==> src/rtl/frc_consts.svh <==
// Constants of the fault reaction controller: offsets, fields, resets, times.
// Included by the package user; definitions only.
`ifndef FRC_CONSTS_SVH
`define FRC_CONSTS_SVH
`define FRC_CLK_MHZ 100
`define FRC_BLANK_NS 250
`define FRC_QUAL_NS 500
`define FRC_TICK_MS 100
`define FRC_OFF_CTRL 8'h00
`define FRC_OFF_RESTART 8'h04
`define FRC_OFF_SSTEP 8'h08
`define FRC_OFF_START 8'h0c
`define FRC_OFF_OUTLVL 8'h10
`define FRC_OFF_INLVL 8'h14
`define FRC_OFF_INSTART 8'h18
`define FRC_OFF_DRIVE 8'h1c
`define FRC_OFF_STATUS 8'h20
`define FRC_OFF_FAULT 8'h24
`define FRC_B_VCCOV_AUTO 0
`define FRC_B_OUTOV_LATCH 1
`define FRC_B_OUTUV_EN 2
`define FRC_B_INOV_EN 3
`define FRC_B_INUV_EN 4
`define FRC_B_OUTCUR_EN 5
`define FRC_B_OUTOV_FAST 6
`define FRC_B_OUTCUR_FAST 7
`define FRC_F_VCCOV 0
`define FRC_F_OUTOV 1
`define FRC_F_OUTUV 2
`define FRC_F_STARTUV 3
`define FRC_F_INOV 4
`define FRC_F_INUV 5
`define FRC_F_HARDOC 6
`define FRC_F_CURAVG 7
`define FRC_F_CURPK 8
`define FRC_F_EXTL 9
`define FRC_F_EXTA 10
`define FRC_RST_CTRL 32'h0000_0000
`define FRC_RST_RESTART 32'h0000_040a
`define FRC_RST_SSTEP 32'h0001_86a0
`define FRC_RST_START 32'h0005_0000
`define FRC_RST_DRIVE 32'h0000_001e
`define FRC_DRV_MIN 7'h1e
`define FRC_DRV_MAX 7'h76
`define FRC_SS_STEPS 2'h3
`endif

==> src/rtl/frc_pkg.sv <==
// Types of the fault reaction controller.
// Constants live in frc_consts.svh.
package frc_pkg;
  typedef enum logic [2:0] {
    FRC_OFF = 3'b000,
    FRC_SOFT = 3'b001,
    FRC_CHARGE = 3'b010,
    FRC_RUN = 3'b011,
    FRC_WAIT = 3'b100,
    FRC_LATCH = 3'b101
  } frc_state_e;
  typedef logic [10:0] frc_fault_t;
endpackage

==> src/rtl/frc_top.sv <==
// Fault reaction controller of a flyback converter, AXI4-Lite registers.
// Assumes aresetn comes from supply undervoltage lockout.
//
// Notes on behaviour
// - Auto-restart stops gate switching and enters minimum consumption.
// - Auto-restart waits the restart delay then starts up again.
// - During the wait the start-up cell keeps supply between hold levels.
// - Restart charges supply to turn-on level, then normal start with soft start.
// - Latch stops switching at once and keeps supply with the start-up cell.
// - Latch persists until undervoltage lockout; only power-up restarts.
// - Run at turn-on level with no fault; stop below turn-off level.
// - Supply overvoltage always watched; latch by default, auto-restart optional.
// - Output over-voltage picks auto-restart or latch from a setting.
// - Output over level configurable; under level is half the dimmed minimum.
// - Output undervoltage armed after start-up when enabled; auto-restarts.
// - Output below start level at start-up timeout flags a fault, auto-restart.
// - Output over-voltage and over-current pick slow or fast restart delay.
// - Input peak over level latches, under level auto-restarts, each enabled.
// - Start after input fault needs peak inside the start window.
// - Cycle limit ends the gate pulse; comparator blanked after turn-on.
// - Hard limit latches only when held longer than the qualify time.
// - Output current checks armed after start-up, auto-restart.
// - Drive source current setting held between 30 mA and 118 mA.
// - Soft start raises the limit in three timed steps before regulation.
//
// The implementer's own choices: the placing of the registers and the AXI4-Lite interface to the registers.
`timescale 1ns/100ps
`include "frc_consts.svh"
module frc_top #(
  parameter int unsigned TICK_CYCLES = `FRC_TICK_MS * 1000 * `FRC_CLK_MHZ
) (
  // Clock, reset, enable
  input wire logic aclk,
  input wire logic aresetn,
  input wire logic ce,
  // AXI4-Lite slave
  input wire logic [7:0] awaddr,
  input wire logic awvalid,
  output logic awready,
  input wire logic [31:0] wdata,
  input wire logic [3:0] wstrb,
  input wire logic wvalid,
  output logic wready,
  output logic [1:0] bresp,
  output logic bvalid,
  input wire logic bready,
  input wire logic [7:0] araddr,
  input wire logic arvalid,
  output logic arready,
  output logic [31:0] rdata,
  output logic [1:0] rresp,
  output logic rvalid,
  input wire logic rready,
  // Comparator pins, asynchronous
  input wire logic supply_turn_on_level,
  input wire logic supply_turn_off_level,
  input wire logic supply_hold_low_level,
  input wire logic supply_hold_high_level,
  input wire logic supply_max_level,
  input wire logic cycle_current_limit,
  input wire logic hard_current_limit,
  // Measurement logic, same clock
  input wire logic pwm_req,
  input wire logic [11:0] vout_meas,
  input wire logic [11:0] vin_peak,
  input wire logic iout_avg_over,
  input wire logic iout_peak_over,
  input wire logic ext_latch_fault,
  input wire logic ext_auto_fault,
  // Power stage
  output logic switch_drive_out,
  output logic startup_cell_input,
  output logic [1:0] current_limit_step,
  output logic [6:0] drive_peak_source_current,
  output logic converter_running
);
  import frc_pkg::*;

  localparam int BLANK_CYC = (`FRC_BLANK_NS * `FRC_CLK_MHZ + 999) / 1000;
  localparam int QUAL_CYC = (`FRC_QUAL_NS * `FRC_CLK_MHZ + 999) / 1000;

  // Tick counter is 24 bits wide
  if (TICK_CYCLES < 2 || TICK_CYCLES > 32'h00ff_ffff)
  begin : g_bad_tick
    $error("TICK_CYCLES out of range");
  end

  // Pin synchronisers: change taken once stages two and three agree
  logic [6:0] pin_raw;
  logic [6:0] s1_q;
  logic [6:0] s2_q;
  logic [6:0] s3_q;
  logic [6:0] pin_q;
  assign pin_raw = {hard_current_limit, cycle_current_limit, supply_max_level,
                    supply_hold_high_level, supply_hold_low_level,
                    supply_turn_off_level, supply_turn_on_level};
  genvar gi;
  generate
    for (gi = 0; gi < 7; gi++)
    begin : g_sync
      always_ff @(posedge aclk)
      begin
        if (!aresetn)
        begin
          s1_q[gi] <= 1'b0;
          s2_q[gi] <= 1'b0;
          s3_q[gi] <= 1'b0;
          pin_q[gi] <= 1'b0;
        end
        else if (ce)
        begin
          s1_q[gi] <= pin_raw[gi];
          s2_q[gi] <= s1_q[gi];
          s3_q[gi] <= s2_q[gi];
          if (s2_q[gi] == s3_q[gi])
            pin_q[gi] <= s3_q[gi];
        end
      end
    end
  endgenerate
  logic vcc_on, vcc_off, vcc_low, vcc_high, vcc_max, cs1, cs2;
  assign {cs2, cs1, vcc_max, vcc_high, vcc_low, vcc_off, vcc_on} = pin_q;

  // Registers
  logic [31:0] ctrl_q, restart_q, sstep_q, start_q, outlvl_q;
  logic [31:0] inlvl_q, instart_q, drive_q;
  frc_fault_t fault_q;
  frc_fault_t fault_set;
  frc_fault_t fault_clr;
  frc_state_e state_q;
  frc_state_e state_d;

  // AXI write and read channels
  logic aw_held, w_held, wr_go, wr_ok, rd_ok;
  logic [7:0] awaddr_q;
  logic [31:0] wdata_q;
  logic [31:0] rd_val;
  assign aw_held = !awready;
  assign w_held = !wready;
  assign wr_go = aw_held && w_held && !bvalid;
  always_comb
  begin
    wr_ok = 1'b1;
    case (awaddr_q)
      `FRC_OFF_CTRL, `FRC_OFF_RESTART, `FRC_OFF_SSTEP, `FRC_OFF_START,
      `FRC_OFF_OUTLVL, `FRC_OFF_INLVL, `FRC_OFF_INSTART, `FRC_OFF_DRIVE,
      `FRC_OFF_STATUS, `FRC_OFF_FAULT: wr_ok = 1'b1;
      default: wr_ok = 1'b0;
    endcase
  end
  always_ff @(posedge aclk)
  begin
    if (!aresetn)
    begin
      awready <= 1'b1;
      wready <= 1'b1;
      bvalid <= 1'b0;
      bresp <= 2'h0;
      awaddr_q <= 8'h00;
      wdata_q <= 32'h0;
    end
    else if (ce)
    begin
      if (awvalid && awready)
      begin
        awready <= 1'b0;
        awaddr_q <= awaddr;
      end
      if (wvalid && wready)
      begin
        wready <= 1'b0;
        wdata_q <= wdata;
      end
      if (wr_go)
      begin
        bvalid <= 1'b1;
        bresp <= wr_ok ? 2'h0 : 2'h2;
      end
      if (bvalid && bready)
      begin
        bvalid <= 1'b0;
        awready <= 1'b1;
        wready <= 1'b1;
      end
    end
  end

  // Byte enables merged into the addressed word
  function automatic logic [31:0] merge(input logic [31:0] old_v, input logic [31:0] new_v,
                                         input logic [3:0] be);
    logic [31:0] r;
    r = old_v;
    for (int i = 0; i < 4; i++)
      if (be[i])
        r[8*i +: 8] = new_v[8*i +: 8];
    return r;
  endfunction
  logic [3:0] wstrb_q;
  always_ff @(posedge aclk)
  begin
    if (!aresetn)
      wstrb_q <= 4'h0;
    else if (ce && wvalid && wready)
      wstrb_q <= wstrb;
  end
  always_ff @(posedge aclk)
  begin
    if (!aresetn)
    begin
      ctrl_q <= `FRC_RST_CTRL;
      restart_q <= `FRC_RST_RESTART;
      sstep_q <= `FRC_RST_SSTEP;
      start_q <= `FRC_RST_START;
      outlvl_q <= 32'h0;
      inlvl_q <= 32'h0;
      instart_q <= 32'h0;
      drive_q <= `FRC_RST_DRIVE;
    end
    else if (ce && wr_go)
    begin
      case (awaddr_q)
        `FRC_OFF_CTRL: ctrl_q <= merge(ctrl_q, wdata_q, wstrb_q);
        `FRC_OFF_RESTART: restart_q <= merge(restart_q, wdata_q, wstrb_q);
        `FRC_OFF_SSTEP: sstep_q <= merge(sstep_q, wdata_q, wstrb_q);
        `FRC_OFF_START: start_q <= merge(start_q, wdata_q, wstrb_q);
        `FRC_OFF_OUTLVL: outlvl_q <= merge(outlvl_q, wdata_q, wstrb_q);
        `FRC_OFF_INLVL: inlvl_q <= merge(inlvl_q, wdata_q, wstrb_q);
        `FRC_OFF_INSTART: instart_q <= merge(instart_q, wdata_q, wstrb_q);
        `FRC_OFF_DRIVE: drive_q <= merge(drive_q, wdata_q, wstrb_q);
        default: ;
      endcase
    end
  end
  assign fault_clr = (wr_go && awaddr_q == `FRC_OFF_FAULT && wstrb_q[0] && wstrb_q[1])
                     ? wdata_q[10:0] : 11'h000;

  always_comb
  begin
    rd_ok = 1'b1;
    case (araddr)
      `FRC_OFF_CTRL: rd_val = ctrl_q;
      `FRC_OFF_RESTART: rd_val = restart_q;
      `FRC_OFF_SSTEP: rd_val = sstep_q;
      `FRC_OFF_START: rd_val = start_q;
      `FRC_OFF_OUTLVL: rd_val = outlvl_q;
      `FRC_OFF_INLVL: rd_val = inlvl_q;
      `FRC_OFF_INSTART: rd_val = instart_q;
      `FRC_OFF_DRIVE: rd_val = drive_q;
      `FRC_OFF_STATUS: rd_val = {24'h0, current_limit_step, startup_cell_input,
                                 switch_drive_out, 1'b0, state_q};
      `FRC_OFF_FAULT: rd_val = {21'h0, fault_q};
      default:
      begin
        rd_val = 32'h0;
        rd_ok = 1'b0;
      end
    endcase
  end
  always_ff @(posedge aclk)
  begin
    if (!aresetn)
    begin
      arready <= 1'b1;
      rvalid <= 1'b0;
      rdata <= 32'h0;
      rresp <= 2'h0;
    end
    else if (ce)
    begin
      if (arvalid && arready)
      begin
        arready <= 1'b0;
        rvalid <= 1'b1;
        rdata <= rd_val;
        rresp <= rd_ok ? 2'h0 : 2'h2;
      end
      if (rvalid && rready)
      begin
        rvalid <= 1'b0;
        arready <= 1'b1;
      end
    end
  end

  // Fault detection
  logic armed, starting, hard_trip;
  logic [11:0] uv_level;
  logic [15:0] qual_q;
  assign armed = (state_q == FRC_RUN);
  assign starting = (state_q == FRC_SOFT) || (state_q == FRC_CHARGE);
  assign uv_level = {1'b0, outlvl_q[27:17]};
  assign hard_trip = (qual_q >= 16'(QUAL_CYC));
  always_ff @(posedge aclk)
  begin
    if (!aresetn)
      qual_q <= 16'h0;
    else if (ce)
      qual_q <= !cs2 ? 16'h0 : (hard_trip ? qual_q : qual_q + 16'h1);
  end
  logic start_to;
  always_comb
  begin
    fault_set = '0;
    fault_set[`FRC_F_VCCOV] = vcc_max;
    fault_set[`FRC_F_OUTOV] = vout_meas > outlvl_q[11:0];
    fault_set[`FRC_F_OUTUV] = armed && ctrl_q[`FRC_B_OUTUV_EN] && vout_meas < uv_level;
    fault_set[`FRC_F_STARTUV] = start_to;
    fault_set[`FRC_F_INOV] = ctrl_q[`FRC_B_INOV_EN] && vin_peak > inlvl_q[11:0];
    fault_set[`FRC_F_INUV] = ctrl_q[`FRC_B_INUV_EN] && vin_peak < inlvl_q[27:16];
    fault_set[`FRC_F_HARDOC] = hard_trip;
    fault_set[`FRC_F_CURAVG] = armed && ctrl_q[`FRC_B_OUTCUR_EN] && iout_avg_over;
    fault_set[`FRC_F_CURPK] = armed && ctrl_q[`FRC_B_OUTCUR_EN] && iout_peak_over;
    fault_set[`FRC_F_EXTL] = ext_latch_fault;
    fault_set[`FRC_F_EXTA] = ext_auto_fault;
  end
  // Set beats a same-cycle write-one-to-clear
  always_ff @(posedge aclk)
  begin
    if (!aresetn)
      fault_q <= '0;
    else if (ce)
      fault_q <= (fault_q & ~fault_clr) | fault_set;
  end

  // Reaction selection
  logic latch_ev, auto_ev, fast_ev, vcc_latch, outov_latch;
  assign vcc_latch = !ctrl_q[`FRC_B_VCCOV_AUTO];
  assign outov_latch = ctrl_q[`FRC_B_OUTOV_LATCH];
  assign latch_ev = (fault_set[`FRC_F_VCCOV] && vcc_latch) || (fault_set[`FRC_F_OUTOV] && outov_latch)
                    || fault_set[`FRC_F_INOV] || fault_set[`FRC_F_HARDOC] || fault_set[`FRC_F_EXTL];
  assign auto_ev = (fault_set[`FRC_F_VCCOV] && !vcc_latch) || (fault_set[`FRC_F_OUTOV] && !outov_latch)
                   || |{fault_set[`FRC_F_OUTUV], fault_set[`FRC_F_STARTUV], fault_set[`FRC_F_INUV],
                        fault_set[`FRC_F_CURAVG], fault_set[`FRC_F_CURPK], fault_set[`FRC_F_EXTA]};
  assign fast_ev = (fault_set[`FRC_F_OUTOV] && ctrl_q[`FRC_B_OUTOV_FAST])
                   || ((fault_set[`FRC_F_CURAVG] || fault_set[`FRC_F_CURPK]) && ctrl_q[`FRC_B_OUTCUR_FAST]);

  // Time base in 100 ms ticks
  logic [23:0] tick_q;
  logic tick;
  logic [7:0] delay_q;
  logic [7:0] tmo_q;
  logic [31:0] step_q;
  logic [1:0] level_q;
  assign tick = (tick_q == 24'(TICK_CYCLES - 1));
  always_ff @(posedge aclk)
  begin
    if (!aresetn)
      tick_q <= 24'h0;
    else if (ce)
      tick_q <= tick ? 24'h0 : tick_q + 24'h1;
  end
  assign start_to = (state_q == FRC_CHARGE) && tick && tmo_q >= start_q[23:16]
                    && vout_meas < start_q[11:0];
  logic in_window;
  assign in_window = !(ctrl_q[`FRC_B_INOV_EN] || ctrl_q[`FRC_B_INUV_EN])
                     || (vin_peak >= instart_q[11:0] && vin_peak <= instart_q[27:16]);

  always_comb
  begin
    state_d = state_q;
    case (state_q)
      FRC_OFF:
        if (vcc_on && in_window && !latch_ev && !auto_ev)
          state_d = FRC_SOFT;
      FRC_SOFT:
        if (level_q == `FRC_SS_STEPS)
          state_d = FRC_CHARGE;
      FRC_CHARGE:
        if (vout_meas >= start_q[11:0])
          state_d = FRC_RUN;
      FRC_RUN: ;
      FRC_WAIT:
        if (tick && delay_q == 8'h0)
          state_d = FRC_OFF;
      FRC_LATCH: ;
      default: state_d = FRC_OFF;
    endcase
    if (state_q != FRC_LATCH)
    begin
      if (latch_ev)
        state_d = FRC_LATCH;
      else if (auto_ev && state_q != FRC_WAIT && state_q != FRC_OFF)
        state_d = FRC_WAIT;
      else if (vcc_off && state_q != FRC_WAIT)
        state_d = FRC_OFF;
    end
  end
  always_ff @(posedge aclk)
  begin
    if (!aresetn)
      state_q <= FRC_OFF;
    else if (ce)
      state_q <= state_d;
  end

  // Restart delay, start-up timeout, soft start steps
  always_ff @(posedge aclk)
  begin
    if (!aresetn)
    begin
      delay_q <= 8'h0;
      tmo_q <= 8'h0;
      step_q <= 32'h0;
      level_q <= 2'h0;
    end
    else if (ce)
    begin
      if (state_d == FRC_WAIT && state_q != FRC_WAIT)
        delay_q <= fast_ev ? restart_q[15:8] : restart_q[7:0];
      else if (tick && delay_q != 8'h0)
        delay_q <= delay_q - 8'h1;
      if (!starting)
        tmo_q <= 8'h0;
      else if (tick && tmo_q != 8'hff)
        tmo_q <= tmo_q + 8'h1;
      if (state_q != FRC_SOFT)
      begin
        step_q <= 32'h0;
        level_q <= (state_q == FRC_OFF) ? 2'h0 : level_q;
      end
      // Top level reached: hold it, a short step must not wrap it
      else if (level_q == `FRC_SS_STEPS)
        step_q <= 32'h0;
      else if (step_q + 32'h1 >= sstep_q)
      begin
        step_q <= 32'h0;
        level_q <= level_q + 2'h1;
      end
      else
        step_q <= step_q + 32'h1;
    end
  end

  // Gate drive with blanking and cycle termination
  logic pwm_d1_q, cut_q, gate_ok;
  logic [7:0] blank_q;
  assign gate_ok = starting || armed;
  always_ff @(posedge aclk)
  begin
    if (!aresetn)
    begin
      pwm_d1_q <= 1'b0;
      cut_q <= 1'b0;
      blank_q <= 8'h0;
      switch_drive_out <= 1'b0;
    end
    else if (ce)
    begin
      pwm_d1_q <= pwm_req;
      if (pwm_req && !pwm_d1_q)
      begin
        blank_q <= 8'(BLANK_CYC);
        cut_q <= 1'b0;
      end
      else if (blank_q != 8'h0)
        blank_q <= blank_q - 8'h1;
      else if (cs1 && pwm_req)
        cut_q <= 1'b1;
      switch_drive_out <= pwm_req && gate_ok && state_d == state_q
                          && !(cut_q || (blank_q == 8'h0 && cs1 && !(pwm_req && !pwm_d1_q)));
    end
  end

  // Start-up cell hysteresis, other outputs
  always_ff @(posedge aclk)
  begin
    if (!aresetn)
    begin
      startup_cell_input <= 1'b1;
      current_limit_step <= 2'h0;
      drive_peak_source_current <= `FRC_DRV_MIN;
      converter_running <= 1'b0;
    end
    else if (ce)
    begin
      if (state_q == FRC_OFF)
        startup_cell_input <= !vcc_on;
      else if (state_q == FRC_WAIT || state_q == FRC_LATCH)
      begin
        if (vcc_low)
          startup_cell_input <= 1'b1;
        else if (vcc_high)
          startup_cell_input <= 1'b0;
      end
      else
        startup_cell_input <= 1'b0;
      current_limit_step <= level_q;
      if (drive_q[6:0] < `FRC_DRV_MIN)
        drive_peak_source_current <= `FRC_DRV_MIN;
      else if (drive_q[6:0] > `FRC_DRV_MAX)
        drive_peak_source_current <= `FRC_DRV_MAX;
      else
        drive_peak_source_current <= drive_q[6:0];
      converter_running <= armed;
    end
  end
endmodule

==> config.mk <==
export PLATFORM = sky130hd
export DESIGN_NAME = frc_top
export DESIGN_NICKNAME = d
export VERILOG_FILES = /design/src/rtl/frc_pkg.sv /design/src/rtl/frc_top.sv
export VERILOG_INCLUDE_DIRS = /design/src /design/src/rtl
export SDC_FILE = /design/constraint.sdc
export NUM_CORES = 1
export LEC_CHECK = 0
export ABC_AREA = 1
export ABC_CLOCK_PERIOD_IN_PS = 4800
export BUFFER_PORTS_ARGS = -buffer_cell sky130_fd_sc_hd__buf_4
export CAP_MARGIN = 0
export CORE_MARGIN = 1
export CORE_UTILIZATION = 63
export CTS_BUF_LIST = sky130_fd_sc_hd__clkbuf_4
export DETAILED_ROUTE_END_ITERATION = 12
export PLACE_DENSITY = 0.82
export SLEW_MARGIN = 20
export SYNTH_ARGS = -nofsm -noshare
export SYNTH_HDL_FRONTEND = slang
export SYNTH_SLANG_ARGS = --single-unit
==> constraint.sdc <==
create_clock -name aclk -period 4.8 [get_ports aclk]
set_clock_uncertainty 0.2 [all_clocks]
set_input_delay 0.72 -clock aclk [delete_from_list [all_inputs] [get_ports aclk]]
set_output_delay 0.72 -clock aclk [all_outputs]
set_load 0.05 [all_outputs]
Word-level counts from Yosys, hierarchy flattened
Index checks and enable logic that the tools add are counted.
Widths: inputs -> output; s select.
{ "totals": {"reg_bits": 495, "inputBits": 96, "out_inout_bits": 53, "wordCells": 352} }
{ "classes": {"add_sub_neg": 7, "order_cmp": 13, "eq_ne": 44, "mux": 51, "bitwise_logic": 3, "reduce_logical": 147} }
{ "ops": {"columns": ["operator", "n"], "rows": [
  ["$pmux 32 s10", 1],
  ["$reduce_and 3->1", 33],
  ["$mux 32", 3],
  ["$eq 8x5->1 const B", 8],
  ["$mux 8", 7],
  ["$logic_and 1x1->1", 47],
  ["$reduce_and 2->1", 20],
  ["$add 32x1->32 const B", 1],
  ["$eq 8x4->1 const B", 4],
  ["$eq 8x6->1 const B", 4],
  ["$ge 32x32->1", 1],
  ["$logic_not 8->1", 4],
  ["$mux 16", 2],
  ["$add 24x1->24 const B", 1],
  ["$eq 24x24->1 const B", 1],
  ["$ge 12x12->1", 2],
  ["$gt 12x12->1", 2],
  ["$lt 12x12->1", 2],
  ["$mux 24", 1],
  ["$mux 3", 8],
  ["$reduce_or 10->1", 2],
  ["$mux 1", 19],
  ["$add 16x1->16 const B", 1],
  ["$eq 8x3->1 const B", 2],
  ["37 further kinds", 89]
]} }

Logic depth before layout (Yosys ltp)
{ "logic_depth": {"ltp_word": 19, "depth_mapped": 25, "depth_no_buf": 25} }

Least setup slack after synthesis
Ideal clock, no wire load.
{ "synth_timing": {"path_type": "register to register", "start": "reg step_q[0]", "end": "reg step_q[24]", "setup_time_ps": 70, "arrival_ps": 3148, "required_ps": 4530, "slack_ps": 1381, "stages_incl_launch_ff": 24, "path_buffers": 1, "synth_period_minus_slack_ps": 3419, "cell_sequence": "dfxtp_1 -> ha_1 -> nand3_2 -> nor2_4 -> nand4_4 -> nor3_4 -> nand2_2 -> nor2_4 -> nand2_2 -> nor2_4 -> nand3_1 -> xor2_1 -> inv_2 -> ha_1 -> nand2_1 -> o21ai_0 -> nand2_1 -> o211ai_1 -> a31oi_1 -> nand3_1 -> nor3_2 -> buf_2 -> nand2_1 -> a21oi_1"} }
{ "synth_via": {"elab_chain_len": 5} }
{ "synth_lines": {"columns": ["item", "line_no", "text"], "rows": [
  ["from (decl)", "frc_top.sv:342", "logic [31:0] step_q;"],
  ["from (signal assigned)", "frc_top.sv:430", "step_q <= step_q + 32'h1;"],
  ["$add 32x1->32 *", "frc_top.sv:424, frc_top.sv:430", null],
  ["$ge 32x32->1", "frc_top.sv:424", "else if (step_q + 32'h1 >= sstep_q)"],
  ["$mux 32 *", "frc_top.sv:424", null],
  ["$mux 32 *", "frc_top.sv:422", "else if (level_q == `FRC_SS_STEPS)"],
  ["$mux 32 *", "frc_top.sv:416", "if (state_q != FRC_SOFT)"]
]} }
Every way passes the cells marked *; elsewhere a longest branch is shown, timed or not.
A chain may end at the register's enable or synchronous reset.

Worst setup path in the final report
{ "layout_timing": {"start": "reg step_q[0]", "end": "reg step_q[10]"} }
The elaborated chain is that of the path after synthesis.

==> results.ini <==
[timing]
fin_ws_ps = 645.0
finalHoldViolations = 0
finalSetupViolCount = 0
worst_pin_slew_ps = 1207
fin_crit_sh_pct = 86.56
maxSlewHeadroom_pct = 19.55
period_minus_slack_ps = 4155
setup-tns-final_ps = 0
slew_viol_final = 0
timing.fmax_mhz = 240.7
rsz0062_at_grt = false

[cells_and_area]
fin_cells = 3999
fillerInstances = 2914
syn_to_final_growth_pct = 15.06
layout_common_cells = dfxtp_1, nand2_1, a21oi_1, o21ai_0, inv_1
stdcell_area_sq_um = 27410
layout_commonest_cell = dfxtp_1
drive_gt1_share_pct = 12.59
finalNetCount = 3625

[drt]
vias_per_cell = 6.058
ant_nets = 0
drt_iter0_markers = 2753
drt_first_pass_iters = 6
routed-via-count = 24230
wl_per_cell_microns = 20.00
drc = 0
wirelength_microns = 79990

[synthesis]
ys_warn_count = 0
ys_types = 61
ys.flop_type = dfxtp_1
synthTopCellsByArea = dfxtp_1, a21oi_1, o21ai_0
synth_top_area_share_pct = 41.43
async_reset_ff_share_pct = 0
syn_inst = 3193
yosys.area.top_type = dfxtp_1
synth_area_per_cell_sq_um = 7.460
synth_area_sq_um = 23820
synth_edf_count = 0
synth_seq_cells = 493
ys_seq_area_share_pct = 41.43

[worst_setup_path]
critPathKind = flop to flop
worstSetupStartpointType = flop
worstPathMaxFanout = 32
arrival_ps = 4640
cp_common_cell = nor2_4
cp_num_buf_inv = 2
worstSetupEndpointType = flop
max_stage_delay_ps = 450
path_delay_family = simple AND/OR/NAND/NOR gates
cp_data_required_time_ps = 5290
cp_slowest_cell = nor4_1
path_cells = ha_1 -> nand3_2 -> nor2_4 -> nand4_4 -> nor3_4 -> nand2_2 -> nor2_4 -> nand2_2 -> nor2_4 -> xnor2_1 -> inv_1 -> ha_1 -> nand2_1 -> nor2_1 -> nand4_1 -> nor4_1 -> nand4_1 -> nand3_1 -> nor3_2 -> buf_4 -> a22oi_1 -> nor2_1
crit-reg2reg-launch = step_q[0]
worstSetupStartpoint = step_q[0]

[clocking]
cts-buffers-inserted = 132
cts_sinks = 493
ctsResizeCount = 0
htreeDepth = 4
clkLatencyLatePin_ps = 850
post-cts-setup-buffers = 0
clk_path_buf_depth = 3
cts_tree = built
ctsHoldBuffers = 52
clk_pin_slew_ps = 60
root_buffer = clkbuf_4

[global_route]
grt_pass1_wl_microns = 123100
track_usage_pct = 41.00
grt_pass1_vias = 22910
grt_max_degree = 256
grt.overflow.total = 0
antenna_found_initial = 1

[die]
num_rows = 70
fp.dieH_microns = 196.5
fp.dieW_microns = 196.5
core_sq_um = 36870
start_util_pct = 64.60
num_io_pins = 149
dieArea_sq_um = 38590

[placed_design]
place_inst = 3718
pre_cts_slack_ps = 813.4
place_area_sq_um = 25180
dp_hpwl_microns = 54930
gp_congestion = 1.010
port_buffers = 146

[worst_hold_path]
worst_hold_startpoint = wdata[19]
min-delay-path-class = input port to flop

[power_and_ir_drop]
p_leak_nw = 11.16
ir_drop_uv = 198.1
powerDensity_nw_per_um2 = 321.4
finalPower_w = 0.008808

[job]
maxCapViolations = 0

[status]
run_status = complete, no violations

[cell type report]
cell class / instances / area, sq um / area share (%)
inverter: 375 / 1413 / 5.154
multi-input combinational: 2172 / 11940 / 43.56
clock buffer: 195 / 1464 / 5.341
clock inverter: 33 / 235.2 / 0.8583
timing repair buffer: 226 / 1856 / 6.770
sequential: 493 / 9869 / 36.01
antenna: 1 / 2.502 / 0.009130
tap: 504 / 630.6 / 2.301
[kinds of logic after synthesis]
| group | Yosys count | share of synthesized area (%) |
|---|---|---|
| buffers and inverters | 529 | 8.641 |
| flip-flops | 493 | 41.43 |
| multiplexers | 2 | 0.08405 |
| AO/OA/AOI/OAI | 975 | 22.99 |
| XOR/XNOR | 45 | 1.686 |
| other | 1 | 0.01574 |
| adder cells (fa/ha/maj) | 129 | 6.776 |
| AND/OR/NAND/NOR | 1019 | 18.38 |
[power by group]
part	internal (W)	switching (W)
sequential	0.00416	0.0000440
combinational	0.000244	0.000516
clock	0.00207	0.00178
total	0.00647	0.00234
[final timing paths]
check,to,slack [ps],cells after the start
worst max register to register,step_q[10],640,22
worst min register to register,awaddr_q[7],250,2
worst max-delay path,step_q[10],640,22
worst min-delay path,wdata_q[19],40,3
[through the flow]
step,hold WS (ps),util [%]
after detailed placement,239.4,68.28
after global placement,226.9,68.28
after floorplan,219.0,-
final,38.28,74.33
after CTS,0.4302,74.30
after global routing,12.72,74.33
[worst min-delay path: cells and delay by family]
kind | cells | cell delay (ps)
AO/OA/AOI/OAI | 2 | 210
buffers and inverters | 1 | 80
[Yosys cell counts, drive strengths merged, types with 2 or more instances]
library cell / instances
a31oi: 9
a21o: 4
clkbuf: 96
or2: 4
mux2i: 2
dfxtp: 493
a211oi: 59
o22ai: 40
nor4: 16
a32o: 6
clkinv: 26
a22oi: 29
o211ai: 19
o31ai: 15
xnor2: 21
o2111ai: 14
xor2: 24
nand4: 36
o41ai: 17
o21ai: 360
a22o: 2
a21oi: 385
and2: 2
nor3b: 2
o21bai: 3
nand3: 134
inv: 349
nor2: 311
o21a: 6
nor3: 52
ha: 129
buf: 58
nand2: 459
[per-layer routing]
layer  wire length (microns)  track usage (%)
met1                   30760            51.03
met2                   35660            64.38
met3                    8457            8.162
met4                    5106            27.72
met5                       0                0
[sequential cells by signal (all words and copies together) (netlist names), 7 cells and up]
signal,count
wdata_q,32
outlvl_q,32
ctrl_q,32
s3_q,7
blank_q,8
step_q,32
start_q,32
tick_q,24
delay_q,8
s1_q,7
qual_q,16
fault_q,11
sstep_q,32
tmo_q,8
awaddr_q,8
inlvl_q,32
restart_q,32
drive_peak_source_current,7
rdata,32
s2_q,7
instart_q,32
drive_q,32
Power figures use the tool's default switching activity.
